### config.mk
export PLATFORM = sky130hd
export DESIGN_NAME = ebp_bridge
export DESIGN_NICKNAME = d
export VERILOG_FILES = /design/src/rtl/ebp_bridge.v /design/src/rtl/ebp_timebase.v /design/src/rtl/ebp_deadband.v
export VERILOG_INCLUDE_DIRS = /design/src /design/src/rtl
export SDC_FILE = /design/constraint.sdc
export NUM_CORES = 1
export LEC_CHECK = 0
export ABC_AREA = 1
export BUFFER_PORTS_ARGS = -buffer_cell sky130_fd_sc_hd__buf_2
export CORE_MARGIN = 1
export CORE_UTILIZATION = 45
export CTS_CLUSTER_SIZE = 40
export DETAILED_ROUTE_END_ITERATION = 8
export PLACE_DENSITY = 0.65
export SYNTH_ARGS = -nofsm -noshare
export SYNTH_HDL_FRONTEND = slang
export SYNTH_HIERARCHICAL = 1
export SYNTH_SLANG_ARGS = --single-unit
### constraint.sdc
create_clock -name clk -period 5 [get_ports clk]
set_input_delay 0.75 -clock clk [delete_from_list [all_inputs] [get_ports clk]]
set_output_delay 0.75 -clock clk [all_outputs]
set_load 0.01 [all_outputs]
### src/rtl/ebp_map.vh
// Register map, field positions, encodings and timing constants of the bridge PWM steering block.
// Assumes inclusion by bare name from the rtl directory.
`ifndef EBP_MAP_VH
`define EBP_MAP_VH
// APB register byte addresses.
`define EBP_UNIT_CONTROL_ADDR   12'h000
`define EBP_PWM_CONFIG_ADDR     12'h004
`define EBP_DUTY_HIGH_ADDR      12'h008
`define EBP_PERIOD_ADDR         12'h00C
`define EBP_PRESCALE_ADDR       12'h010
`define EBP_PORT_DATA_ADDR      12'h014
`define EBP_PORT_DIR_ADDR       12'h018
`define EBP_STATUS_ADDR         12'h01C
// Unit control and PWM config field positions.
`define EBP_ARR_HI              7
`define EBP_ARR_LO              6
`define EBP_DUTY_LOW_HI         5
`define EBP_DUTY_LOW_LO         4
`define EBP_MODE_HI             3
`define EBP_MODE_LO             0
`define EBP_MODE_PWM_HI         3
`define EBP_MODE_PWM_LO         2
`define EBP_POL_AC_BIT          1
`define EBP_POL_BD_BIT          0
`define EBP_DEL_HI              6
`define EBP_DEL_LO              0
// Encodings.
`define EBP_MODE_PWM            2'h3
`define EBP_ARR_SINGLE          2'h0
`define EBP_ARR_FWD             2'h1
`define EBP_ARR_HALF            2'h2
`define EBP_ARR_REV             2'h3
`define EBP_PS_1                2'h0
`define EBP_PS_4                2'h1
// Reset values.
`define EBP_CTRL_RST            8'h00
`define EBP_CFG_RST             8'h00
`define EBP_DUTY_RST            8'h00
`define EBP_PERIOD_RST          8'hFF
`define EBP_PS_RST              2'h0
`define EBP_DIR_RST             4'hF
// Clock cycles per instruction cycle (4 oscillator periods).
`define EBP_TCY_CLKS            4
`define EBP_TCY_CNT_MAX         2'h3
`endif

### src/rtl/ebp_bridge.v
// How it works
// [RULE1] Up to four outputs, driven per arrangement.
// [RULE2] Software selects mode and direction bits first.
// [RULE3] PWM outputs override shared port function.
// [RULE4] Single arrangement equals standard one-line PWM.
// [RULE5] Output active level selectable per mode field.
// [RULE6] Controls shadowed, loaded at period start.
// [RULE7] Delay loads at duty or period end.
// [RULE8] Enhanced waveform starts one instruction cycle late; the code holds it off until the first period end.
// [RULE9] Four arrangements: single, half, forward, reverse.
// [RULE10] Period is 4 Tosc times (period+1) times prescale.
// [RULE11] Duty is Tosc times ten-bit duty times prescale.
// [RULE12] Dead band is 4 Tosc times seven-bit count.
// [RULE13] Half bridge: A carries PWM, B complement.
// [RULE14] Half bridge legs delayed; long delay keeps inactive.
// [RULE15] Software makes C2 and D5 outputs.
// [RULE16] Full bridge: forward A on/D mod; reverse C on/B mod.
// [RULE17] Software makes C2 and D5-D7 outputs.
// [RULE18] New direction applies from next period.
// [RULE19] Direction change: modulated off, unmodulated swap early.
// [RULE20] Direction may be written anytime in cycle.
// [RULE21] Full bridge inserts no dead band.
// [RULE22] Software lowers duty before reversing near full.
// [RULE23] Arrangement codes: 00 single,01 fwd,10 half,11 rev.
// [RULE24] Mode bit1 inverts A/C, bit0 inverts B/D.
// [RULE25] Dead band delays only inactive-to-active transitions.
// [RULE26] Polarity applied after steering and delay.
// [RULE27] Period boundary is timer match-and-reset cycle.
//
// Top of the bridge PWM steering block with its APB register slave.
// Assumes clk is the oscillator clock; pins are three-signal ports resolved outside.
//
// Design decisions made here: register access over APB and the address map.
`timescale 1ns/10ps
`include "ebp_map.vh"
module ebp_bridge
(
   input  wire        clk,
   input  wire        arst_n,
   input  wire        psel,
   input  wire        penable,
   input  wire        pwrite,
   input  wire [11:0] paddr,
   input  wire [31:0] pwdata,
   output reg  [31:0] prdata,
   output wire        pready,
   output wire        pslverr,
   input  wire [3:0]  pin_in,
   output wire [3:0]  pin_out,
   output wire [3:0]  pin_oe
);
   // Shadow copies and port registers written by software.
   reg  [7:0]  unit_control_ff;
   reg  [7:0]  pwm_config_ff;
   reg  [7:0]  duty_high_byte_ff;
   reg  [7:0]  period_register_ff;
   reg  [1:0]  timer_prescale_select_ff;
   reg  [3:0]  port_data_ff;
   reg  [3:0]  port_dir_ff;
   // Working copies loaded at boundaries.
   reg  [1:0]  w_arr_ff;
   reg  [3:0]  w_mode_ff;
   reg  [9:0]  w_duty_ff;
   reg  [7:0]  w_period_ff;
   reg  [1:0]  w_ps_ff;
   reg  [6:0]  w_delay_ff;
   reg         started_ff;
   reg         duty_on_ff;
   reg  [3:0]  act_ff;
   reg  [3:0]  pwm_pin_ff;
   reg  [3:0]  nxt_act;
   wire        pwm_mode;
   wire        period_end;
   wire        tcy_tick;
   wire        last_tcy;
   wire [9:0]  phase;
   wire        duty_act;
   wire        duty_end;
   wire        dir_change;
   wire        raw_b;
   wire        leg_a;
   wire        leg_b;
   wire [3:0]  pol;
   wire [3:0]  pwm_owns;
   wire        wr_en;
   wire [7:0]  wbyte;

   // Mode field upper bits 11 select the PWM family.
   function is_pwm;
      input [3:0] mode;
      begin
         is_pwm = (mode[`EBP_MODE_PWM_HI:`EBP_MODE_PWM_LO] == `EBP_MODE_PWM);
      end
   endfunction

   // Full-bridge codes are the two with the low arrangement bit set.
   function is_full;
      input [1:0] arr;
      begin
         is_full = (arr == `EBP_ARR_FWD) || (arr == `EBP_ARR_REV);
      end
   endfunction

   // Bus slave: zero wait states, every access answered in its access phase.
   assign pready  = 1'b1;
   assign pslverr = 1'b0;
   assign wr_en   = psel && penable && pwrite;
   assign wbyte   = pwdata[7:0];

   // Register writes land in the shadow copies; direction may change anytime.
   always @(posedge clk or negedge arst_n)
   begin
      if (!arst_n)
      begin
         unit_control_ff          <= `EBP_CTRL_RST;
         pwm_config_ff            <= `EBP_CFG_RST;
         duty_high_byte_ff        <= `EBP_DUTY_RST;
         period_register_ff       <= `EBP_PERIOD_RST;
         timer_prescale_select_ff <= `EBP_PS_RST;
         port_data_ff             <= 4'h0;
         port_dir_ff              <= `EBP_DIR_RST;
      end
      else if (wr_en)
      begin
         case (paddr)
            `EBP_UNIT_CONTROL_ADDR: unit_control_ff <= wbyte;   // [RULE20]
            `EBP_PWM_CONFIG_ADDR:   pwm_config_ff <= wbyte;
            `EBP_DUTY_HIGH_ADDR:    duty_high_byte_ff <= wbyte;
            `EBP_PERIOD_ADDR:       period_register_ff <= wbyte;
            `EBP_PRESCALE_ADDR:     timer_prescale_select_ff <= wbyte[1:0];
            `EBP_PORT_DATA_ADDR:    port_data_ff <= wbyte[3:0];
            `EBP_PORT_DIR_ADDR:     port_dir_ff <= wbyte[3:0];
            default:                port_dir_ff <= port_dir_ff;
         endcase
      end
   end

   // Read mux; unmapped addresses read zero.
   always @*
   begin
      case (paddr)
         `EBP_UNIT_CONTROL_ADDR: prdata = {24'h000000, unit_control_ff};
         `EBP_PWM_CONFIG_ADDR:   prdata = {24'h000000, pwm_config_ff};
         `EBP_DUTY_HIGH_ADDR:    prdata = {24'h000000, duty_high_byte_ff};
         `EBP_PERIOD_ADDR:       prdata = {24'h000000, period_register_ff};
         `EBP_PRESCALE_ADDR:     prdata = {30'h0, timer_prescale_select_ff};
         `EBP_PORT_DATA_ADDR:    prdata = {28'h0000000, pin_in};
         `EBP_PORT_DIR_ADDR:     prdata = {28'h0000000, port_dir_ff};
         // Steering is shown before its register; it matches the working arrangement except during an early swap.
         `EBP_STATUS_ADDR:       prdata = {18'h0, duty_on_ff, started_ff, nxt_act, w_arr_ff,
                                           2'h0, w_mode_ff};
         default:                prdata = 32'h00000000;
      endcase
   end

   assign pwm_mode = is_pwm(unit_control_ff[`EBP_MODE_HI:`EBP_MODE_LO]);

   // Timer runs on the working period and prescale once the unit is in PWM mode.
   ebp_timebase u_timebase
   (
      .clk          (clk),
      .arst_n       (arst_n),
      .run          (pwm_mode),
      .period_val   (w_period_ff),
      .prescale_sel (w_ps_ff),
      .period_end   (period_end),                               // [RULE10] [RULE27]
      .tcy_tick     (tcy_tick),
      .last_tcy     (last_tcy),
      .phase        (phase)
   );

   // Active while the phase is below the ten-bit duty; compared live so the width is exact.
   assign duty_act   = started_ff && (phase < w_duty_ff);      // [RULE11]
   // The duty boundary is the first cycle after the active time has ended.
   assign duty_end   = duty_on_ff && !duty_act;
   assign dir_change = is_full(w_arr_ff) && is_full(unit_control_ff[`EBP_ARR_HI:`EBP_ARR_LO])
                       && (w_arr_ff != unit_control_ff[`EBP_ARR_HI:`EBP_ARR_LO]);

   // Shadow to working transfer happens on the boundary cycle; mode, period and prescale also copy every cycle while PWM mode is off.
   always @(posedge clk or negedge arst_n)
   begin
      if (!arst_n)
      begin
         w_arr_ff    <= `EBP_ARR_SINGLE;
         w_mode_ff   <= 4'h0;
         w_duty_ff   <= 10'h000;
         w_period_ff <= `EBP_PERIOD_RST;
         w_ps_ff     <= `EBP_PS_RST;
         w_delay_ff  <= 7'h00;
         started_ff  <= 1'b0;
         duty_on_ff  <= 1'b0;
      end
      else if (!pwm_mode)
      begin
         w_mode_ff   <= unit_control_ff[`EBP_MODE_HI:`EBP_MODE_LO];
         w_period_ff <= period_register_ff;
         w_ps_ff     <= timer_prescale_select_ff;
         started_ff  <= 1'b0;
         duty_on_ff  <= 1'b0;
      end
      else
      begin
         if (period_end)
         begin
            w_arr_ff    <= unit_control_ff[`EBP_ARR_HI:`EBP_ARR_LO];   // [RULE6] [RULE18]
            w_mode_ff   <= unit_control_ff[`EBP_MODE_HI:`EBP_MODE_LO];
            w_duty_ff   <= {duty_high_byte_ff,
                            unit_control_ff[`EBP_DUTY_LOW_HI:`EBP_DUTY_LOW_LO]};
            w_period_ff <= period_register_ff;
            w_ps_ff     <= timer_prescale_select_ff;
            started_ff  <= 1'b1;                                   // [RULE8]
         end
         duty_on_ff <= duty_act;
         // The delay count loads at every duty boundary and every period boundary.
         if (period_end || duty_end)
            w_delay_ff <= pwm_config_ff[`EBP_DEL_HI:`EBP_DEL_LO];  // [RULE7]
      end
   end

   // Half-bridge legs: A follows duty, B its complement, each with dead band.
   assign raw_b = started_ff && !duty_act;                         // [RULE13]

   ebp_deadband u_leg_a
   (
      .clk         (clk),
      .arst_n      (arst_n),
      .raw_active  (duty_act),
      .tcy_tick    (tcy_tick),
      .delay_count (w_delay_ff),
      .out_active  (leg_a)                                         // [RULE14] [RULE25]
   );

   ebp_deadband u_leg_b
   (
      .clk         (clk),
      .arst_n      (arst_n),
      .raw_active  (raw_b),
      .tcy_tick    (tcy_tick),
      .delay_count (w_delay_ff),
      .out_active  (leg_b)                                         // [RULE12] [RULE14]
   );

   // Steering per arrangement; bit order is {d, c, b, a}.
   always @*
   begin
      nxt_act = 4'h0;
      case (w_arr_ff)                                              // [RULE9] [RULE23]
         `EBP_ARR_SINGLE: nxt_act = {3'h0, duty_act};              // [RULE4]
         `EBP_ARR_HALF:   nxt_act = {2'h0, leg_b, leg_a};
         `EBP_ARR_FWD:    nxt_act = {duty_act, 2'h0, 1'b1};        // [RULE16] [RULE21]
         `EBP_ARR_REV:    nxt_act = {1'b0, 1'b1, duty_act, 1'b0};
         default:         nxt_act = 4'h0;
      endcase
      // Early swap before the boundary on a pending reversal; modulated legs held off.
      if (dir_change && last_tcy)                                  // [RULE19]
         nxt_act = (unit_control_ff[`EBP_ARR_HI:`EBP_ARR_LO] == `EBP_ARR_FWD) ? 4'h1 : 4'h4;
      if (!started_ff)
         nxt_act = 4'h0;
   end

   // Outputs registered so pins never see combinational hazards.
   always @(posedge clk or negedge arst_n)
   begin
      if (!arst_n)
      begin
         act_ff     <= 4'h0;
         pwm_pin_ff <= 4'h0;
      end
      else
      begin
         act_ff     <= nxt_act;
         pwm_pin_ff <= nxt_act ^ pol;                              // [RULE5] [RULE26]
      end
   end

   // Polarity per pair from the working mode low bits.
   assign pol = {w_mode_ff[`EBP_POL_BD_BIT], w_mode_ff[`EBP_POL_AC_BIT],
                 w_mode_ff[`EBP_POL_BD_BIT], w_mode_ff[`EBP_POL_AC_BIT]};   // [RULE24]

   // Pins the PWM owns: A always in PWM mode, B when dual or quad, C and D when quad.
   assign pwm_owns = !is_pwm(w_mode_ff) ? 4'h0 :
                     is_full(w_arr_ff) ? 4'hF :
                     (w_arr_ff == `EBP_ARR_HALF) ? 4'h3 : 4'h1;   // [RULE1] [RULE3]

   // Direction bits (1 = input) still gate the pin; PWM takes the data path.
   genvar gi;
   generate
      for (gi = 0; gi < 4; gi = gi + 1)
      begin : g_pin
         assign pin_out[gi] = pwm_owns[gi] ? pwm_pin_ff[gi] : port_data_ff[gi];
         assign pin_oe[gi]  = !port_dir_ff[gi];                    // [RULE2]
      end
   endgenerate
endmodule // ebp_bridge

### src/rtl/ebp_timebase.v
// Period timer with prescaler: emits the period boundary and the ten-bit duty phase.
// Assumes one clk is one oscillator period; settings are the working copies from the top.
`timescale 1ns/10ps
`include "ebp_map.vh"
module ebp_timebase
(
   input  wire        clk,
   input  wire        arst_n,
   input  wire        run,
   input  wire [7:0]  period_val,
   input  wire [1:0]  prescale_sel,
   output wire        period_end,
   output wire        tcy_tick,
   output wire        last_tcy,
   output wire [9:0]  phase
);
   reg  [3:0]  ps_ff;
   reg  [1:0]  q_ff;
   reg  [7:0]  tmr_ff;
   wire [3:0]  ps_max;
   wire        ps_wrap;
   wire        tick;

   // Prescale wrap value: 1, 4 or 16 clocks per quarter step.
   assign ps_max   = (prescale_sel == `EBP_PS_1) ? 4'h0 :
                     (prescale_sel == `EBP_PS_4) ? 4'h3 : 4'hF;
   assign ps_wrap  = (ps_ff == ps_max);
   assign tick     = ps_wrap && (q_ff == `EBP_TCY_CNT_MAX);
   // One pulse per four clocks whatever the prescale, so dead band stays in instruction cycles.
   // The prescaler restarts at every phase step, which keeps the pulse aligned to boundaries.
   assign tcy_tick = run && ((prescale_sel == `EBP_PS_1) ? (q_ff == `EBP_TCY_CNT_MAX) :
                                                           (ps_ff[1:0] == `EBP_TCY_CNT_MAX));
   // The period ends when the timer matches the period value and resets.
   assign period_end = run && tick && (tmr_ff == period_val);
   // The last timer count spans one instruction cycle times prescale before the boundary.
   assign last_tcy   = run && (tmr_ff == period_val);
   // Phase counts oscillator periods at the prescaled rate: timer plus quarter.
   assign phase      = {tmr_ff, q_ff};

   // Quarter counter, prescaler and timer advance together.
   always @(posedge clk or negedge arst_n)
   begin
      if (!arst_n)
      begin
         ps_ff  <= 4'h0;
         q_ff   <= 2'h0;
         tmr_ff <= 8'h00;
      end
      else if (!run)
      begin
         ps_ff  <= 4'h0;
         q_ff   <= 2'h0;
         tmr_ff <= 8'h00;
      end
      else
      begin
         ps_ff <= ps_wrap ? 4'h0 : ps_ff + 4'h1;
         if (ps_wrap)
            q_ff <= q_ff + 2'h1;
         if (tick)
            tmr_ff <= (tmr_ff == period_val) ? 8'h00 : tmr_ff + 8'h01;
      end
   end
endmodule // ebp_timebase

### src/rtl/ebp_deadband.v
// Dead band delay on one half-bridge leg: delays inactive-to-active edges only.
// Assumes tcy_tick pulses once per instruction cycle.
`timescale 1ns/10ps
`include "ebp_map.vh"
module ebp_deadband
(
   input  wire        clk,
   input  wire        arst_n,
   input  wire        raw_active,
   input  wire        tcy_tick,
   input  wire [6:0]  delay_count,
   output wire        out_active
);
   reg  [6:0]  cnt_ff;
   reg         act_ff;

   // Release falls at once; rising waits out the count in instruction cycles.
   always @(posedge clk or negedge arst_n)
   begin
      if (!arst_n)
      begin
         cnt_ff <= 7'h00;
         act_ff <= 1'b0;
      end
      else if (!raw_active)
      begin
         cnt_ff <= 7'h00;
         act_ff <= 1'b0;
      end
      else if (!act_ff)
      begin
         if (cnt_ff >= delay_count)
            act_ff <= 1'b1;
         else if (tcy_tick)
            cnt_ff <= cnt_ff + 7'h01;
      end
   end

   // The leg rises in the cycle the count is reached, so a zero count adds no delay.
   // A count longer than the active time never reaches its end, so the leg stays off.
   assign out_active = raw_active && (act_ff || (cnt_ff >= delay_count));
endmodule // ebp_deadband

==> impl_metrics.ini <==
[die]
num_rows = 43
die_h_microns = 123.3
dieArea_sq_um = 15210
initial_core_util_pct = 46.98
io_pins = 95
design.core.area_sq_um = 14100
fp.dieW_microns = 123.3

[sta]
setup_tns_ps = 0
fin_ws_ps = 1136
finalSetupViolCount = 0
tightest_slew_ps = 958.8
rsz0062_at_grt = no
slew_headroom_pct = 35.92
min_period_ps = 3864
finalMaxSlewViolations = 0
fin_skew_ps = 11.26
max_freq_mhz = 258.8
hold_viol_final = 0
period_share_pct = 77.28

[worst_setup_path]
r2r-end = w_delay_ff[3]$_DFFE_PN0P_
path_buf_inv = 3
critPathLaunchType = register
crit_arrival_ps = 3110
reg2reg_depth = 8
worstPathMaxFanout = 10
slowest_delay_ps = 450
critPathTopFamily = simple AND/OR/NAND/NOR gates
cp_data_required_time_ps = 4250
r2r_slack_ps = 2100
path_cells = ha_1, nand2_1, nor2_1, nand3_1, nand3_1, nand2_1, inv_1, inv_1, a21oi_1, nand3_1, o21ai_0, nand2_1, nor2_1, buf_2
reg2reg_from = unit_control_ff[2]$_DFFE_PN0P_
crit_type = reg2out
end_kind = output port
cp_slowest_cell = dfrtp_1

[placed_design]
placed_area_sq_um = 6912
io_buffers = 50
dp_hpwl_microns = 10800
preCtsSetupSlack_ps = 1532
place_congestion = 0.8482

[synthesis]
synth.distinct_cells = 48
yosysMostFrequentCell = nand2_1
yosysTopAreaCell = dfrtp_1
ys_ff_latch = 111
netlist_instances = 804
yosys-top-cells-count = nand2_1, inv_1, dfrtp_1
synth_area_leaders = dfrtp_1, nand2_1, dfstp_2
synth_flop_cell = dfrtp_1
synth_edf_count = 0
netlist_area_sq_um = 6623
synth_top_area_share_pct = 34.39
synth_area_per_cell_sq_um = 8.237
yosysWarnings = 6
async_flop_share_pct = 100.0
ys_seq_area_share_pct = 42.32

[route]
vias = 5152
drcViolationCount = 0
antenna_left = 0
drt_iter0_markers = 262
wl_microns = 14540
routedWlPerCell_microns = 14.06
via_per_inst = 4.983
dr.pass1.iters = 5

[job]
maxCapViolations = 0

[global_route]
grt-ovfl-total = 0
use_met1_pct = 29.68
grt_most_used_layer = met2
antenna_found_initial = 0
grt_pass1_vias = 4722
use_met2_pct = 33.17
grt_max_degree = 68
track_usage_pct = 21.22
grt_first_pass_wirelength_microns = 24410
met3_usage_pct = 5.028

[status]
status = completed

[clocking]
cts_resized = 0
cts.clk_slew.worst_paths_ps = 70
ctsHoldBuffers = 0
cts_setup_buffers = 0
cts_tree = built
cts_root_buf = clkbuf_16
htree_num_levels = 3
cts_made_buffers = 9
cts.sinks = 111
clkLatencyLatePin_ps = 360
clock_path_buffers = 2

[final_layout]
areaGrowthSynthToFinish_pct = 9.295
drive_above_1_share_pct = 20.49
final_area_sq_um = 7238
nNetsFinal = 930
diodes = 0

[pwr]
p_leak_nw = 3.591
worst_ir_drop_vdd_v = 0.0003129
pwr_density_cell_nw_per_um2 = 241.9

[hold_path]
hold_path_class = in2async
[worst max-delay path by stage]
stage,endpoint,cells past startpoint,start,slack [ps]
2_1_floorplan,prdata[8],12,u_timebase/tmr_ff[7]$_DFFE_PN0P_,2220
3_3_place_gp,prdata[9],14,u_timebase/tmr_ff[7]$_DFFE_PN0P_,1550
3_5_place_dp,prdata[9],14,u_timebase/tmr_ff[7]$_DFFE_PN0P_,1530
4_1_cts,prdata[9],14,u_timebase/tmr_ff[7]$_DFFE_PN0P_,1100
5_1_grt,prdata[9],14,u_timebase/tmr_ff[7]$_DFFE_PN0P_,870
6_report,prdata[9],14,u_timebase/tmr_ff[7]$_DFFE_PN0P_,1140
[cell families (layout without fill, tap and decap cells)]
| group | Yosys count | count (layout) | synth area share, % |
|---|---|---|---|
| AND/OR/NAND/NOR | 390 | 390 | 27.28 |
| buffers and inverters | 145 | 177 | 10.58 |
| flip-flops | 111 | 111 | 42.32 |
| AO/OA/AOI/OAI | 95 | 95 | 9.560 |
| adder cells (fa/ha/maj) | 28 | 28 | 5.290 |
| XOR/XNOR | 20 | 20 | 2.645 |
| multiplexers | 13 | 13 | 2.210 |
| other | 2 | 20 | 0.1134 |
[power by group]
part | internal (mW) | leakage, nW | switching [mW] | total (mW)
Sequential | 0.899 | 1.48 | 0.000488 | 0.899
Combinational | 0.0119 | 1.95 | 0.0440 | 0.0560
Clock | 0.470 | 0.159 | 0.326 | 0.796
Total | 1.38 | 3.59 | 0.370 | 1.75
[sequential cells by signal (all words and copies together) (netlist names), 8 cells and up]
signal	cells
duty_high_byte_ff	8
u_timebase/tmr_ff	8
w_duty_ff	10
pwm_config_ff	8
period_register_ff	8
w_period_ff	8
unit_control_ff	8
[cells in the final DEF (no fill, tap or decap), types with 2 or more instances in the layout]
| master | instances |
|---|---|
| clkinv_1 | 2 |
| mux2_2 | 13 |
| nand2_2 | 11 |
| o21ai_0 | 31 |
| a21oi_1 | 18 |
| nand2_4 | 8 |
| o21ai_1 | 5 |
| nor3b_1 | 2 |
| nand4_1 | 17 |
| o2111ai_1 | 2 |
| inv_2 | 7 |
| o21ai_2 | 27 |
| buf_4 | 3 |
| nor2_1 | 58 |
| ha_1 | 28 |
| clkbuf_1 | 3 |
| a21oi_4 | 2 |
| nand2_1 | 227 |
| clkbuf_16 | 10 |
| buf_2 | 49 |
| nand3b_1 | 2 |
| nor2_4 | 3 |
| xor2_1 | 9 |
| nor2_2 | 3 |
| dfstp_2 | 20 |
| clkinv_4 | 3 |
| dfrtp_1 | 91 |
| inv_1 | 96 |
| o211ai_1 | 2 |
| nor3_2 | 2 |
| o22ai_1 | 3 |
| xnor2_1 | 11 |
| nor3_4 | 3 |
| bufinv_16 | 2 |
| nand3_4 | 2 |
| nand3_1 | 48 |
| conb_1 | 20 |
[layer usage]
layer | vias to the layer above | part of all wire, %
met5 | - | 0
met4 | 0 | 1.4
met3 | 14 | 3.3
met2 | 92 | 47
met1 | 2425 | 48
li1 | 2621 | -
[layout make-up]
type,count,area [sq um]
timing repair buffer,52,267.8
tap,180,225.2
clock buffer,13,261.5
inverter,109,429.2
clock inverter,3,65.06
fill,1386,6858
sequential,111,2803
multi-input combinational,566,3187
[metrics by stage]
step	hold slack (ps)	cells	utilization, %	power, mW
final	470.6	1034	51.35	1.751
after global routing	510.4	1034	51.35	1.813
after CTS	472.4	1034	51.35	1.776
after detailed placement	455.0	1018	49.03	0.9740
after global placement	452.5	1018	49.03	0.9737
after floorplan	441.2	822	-	0.9498
No activity file was read; power rests on OpenSTA's default activity.
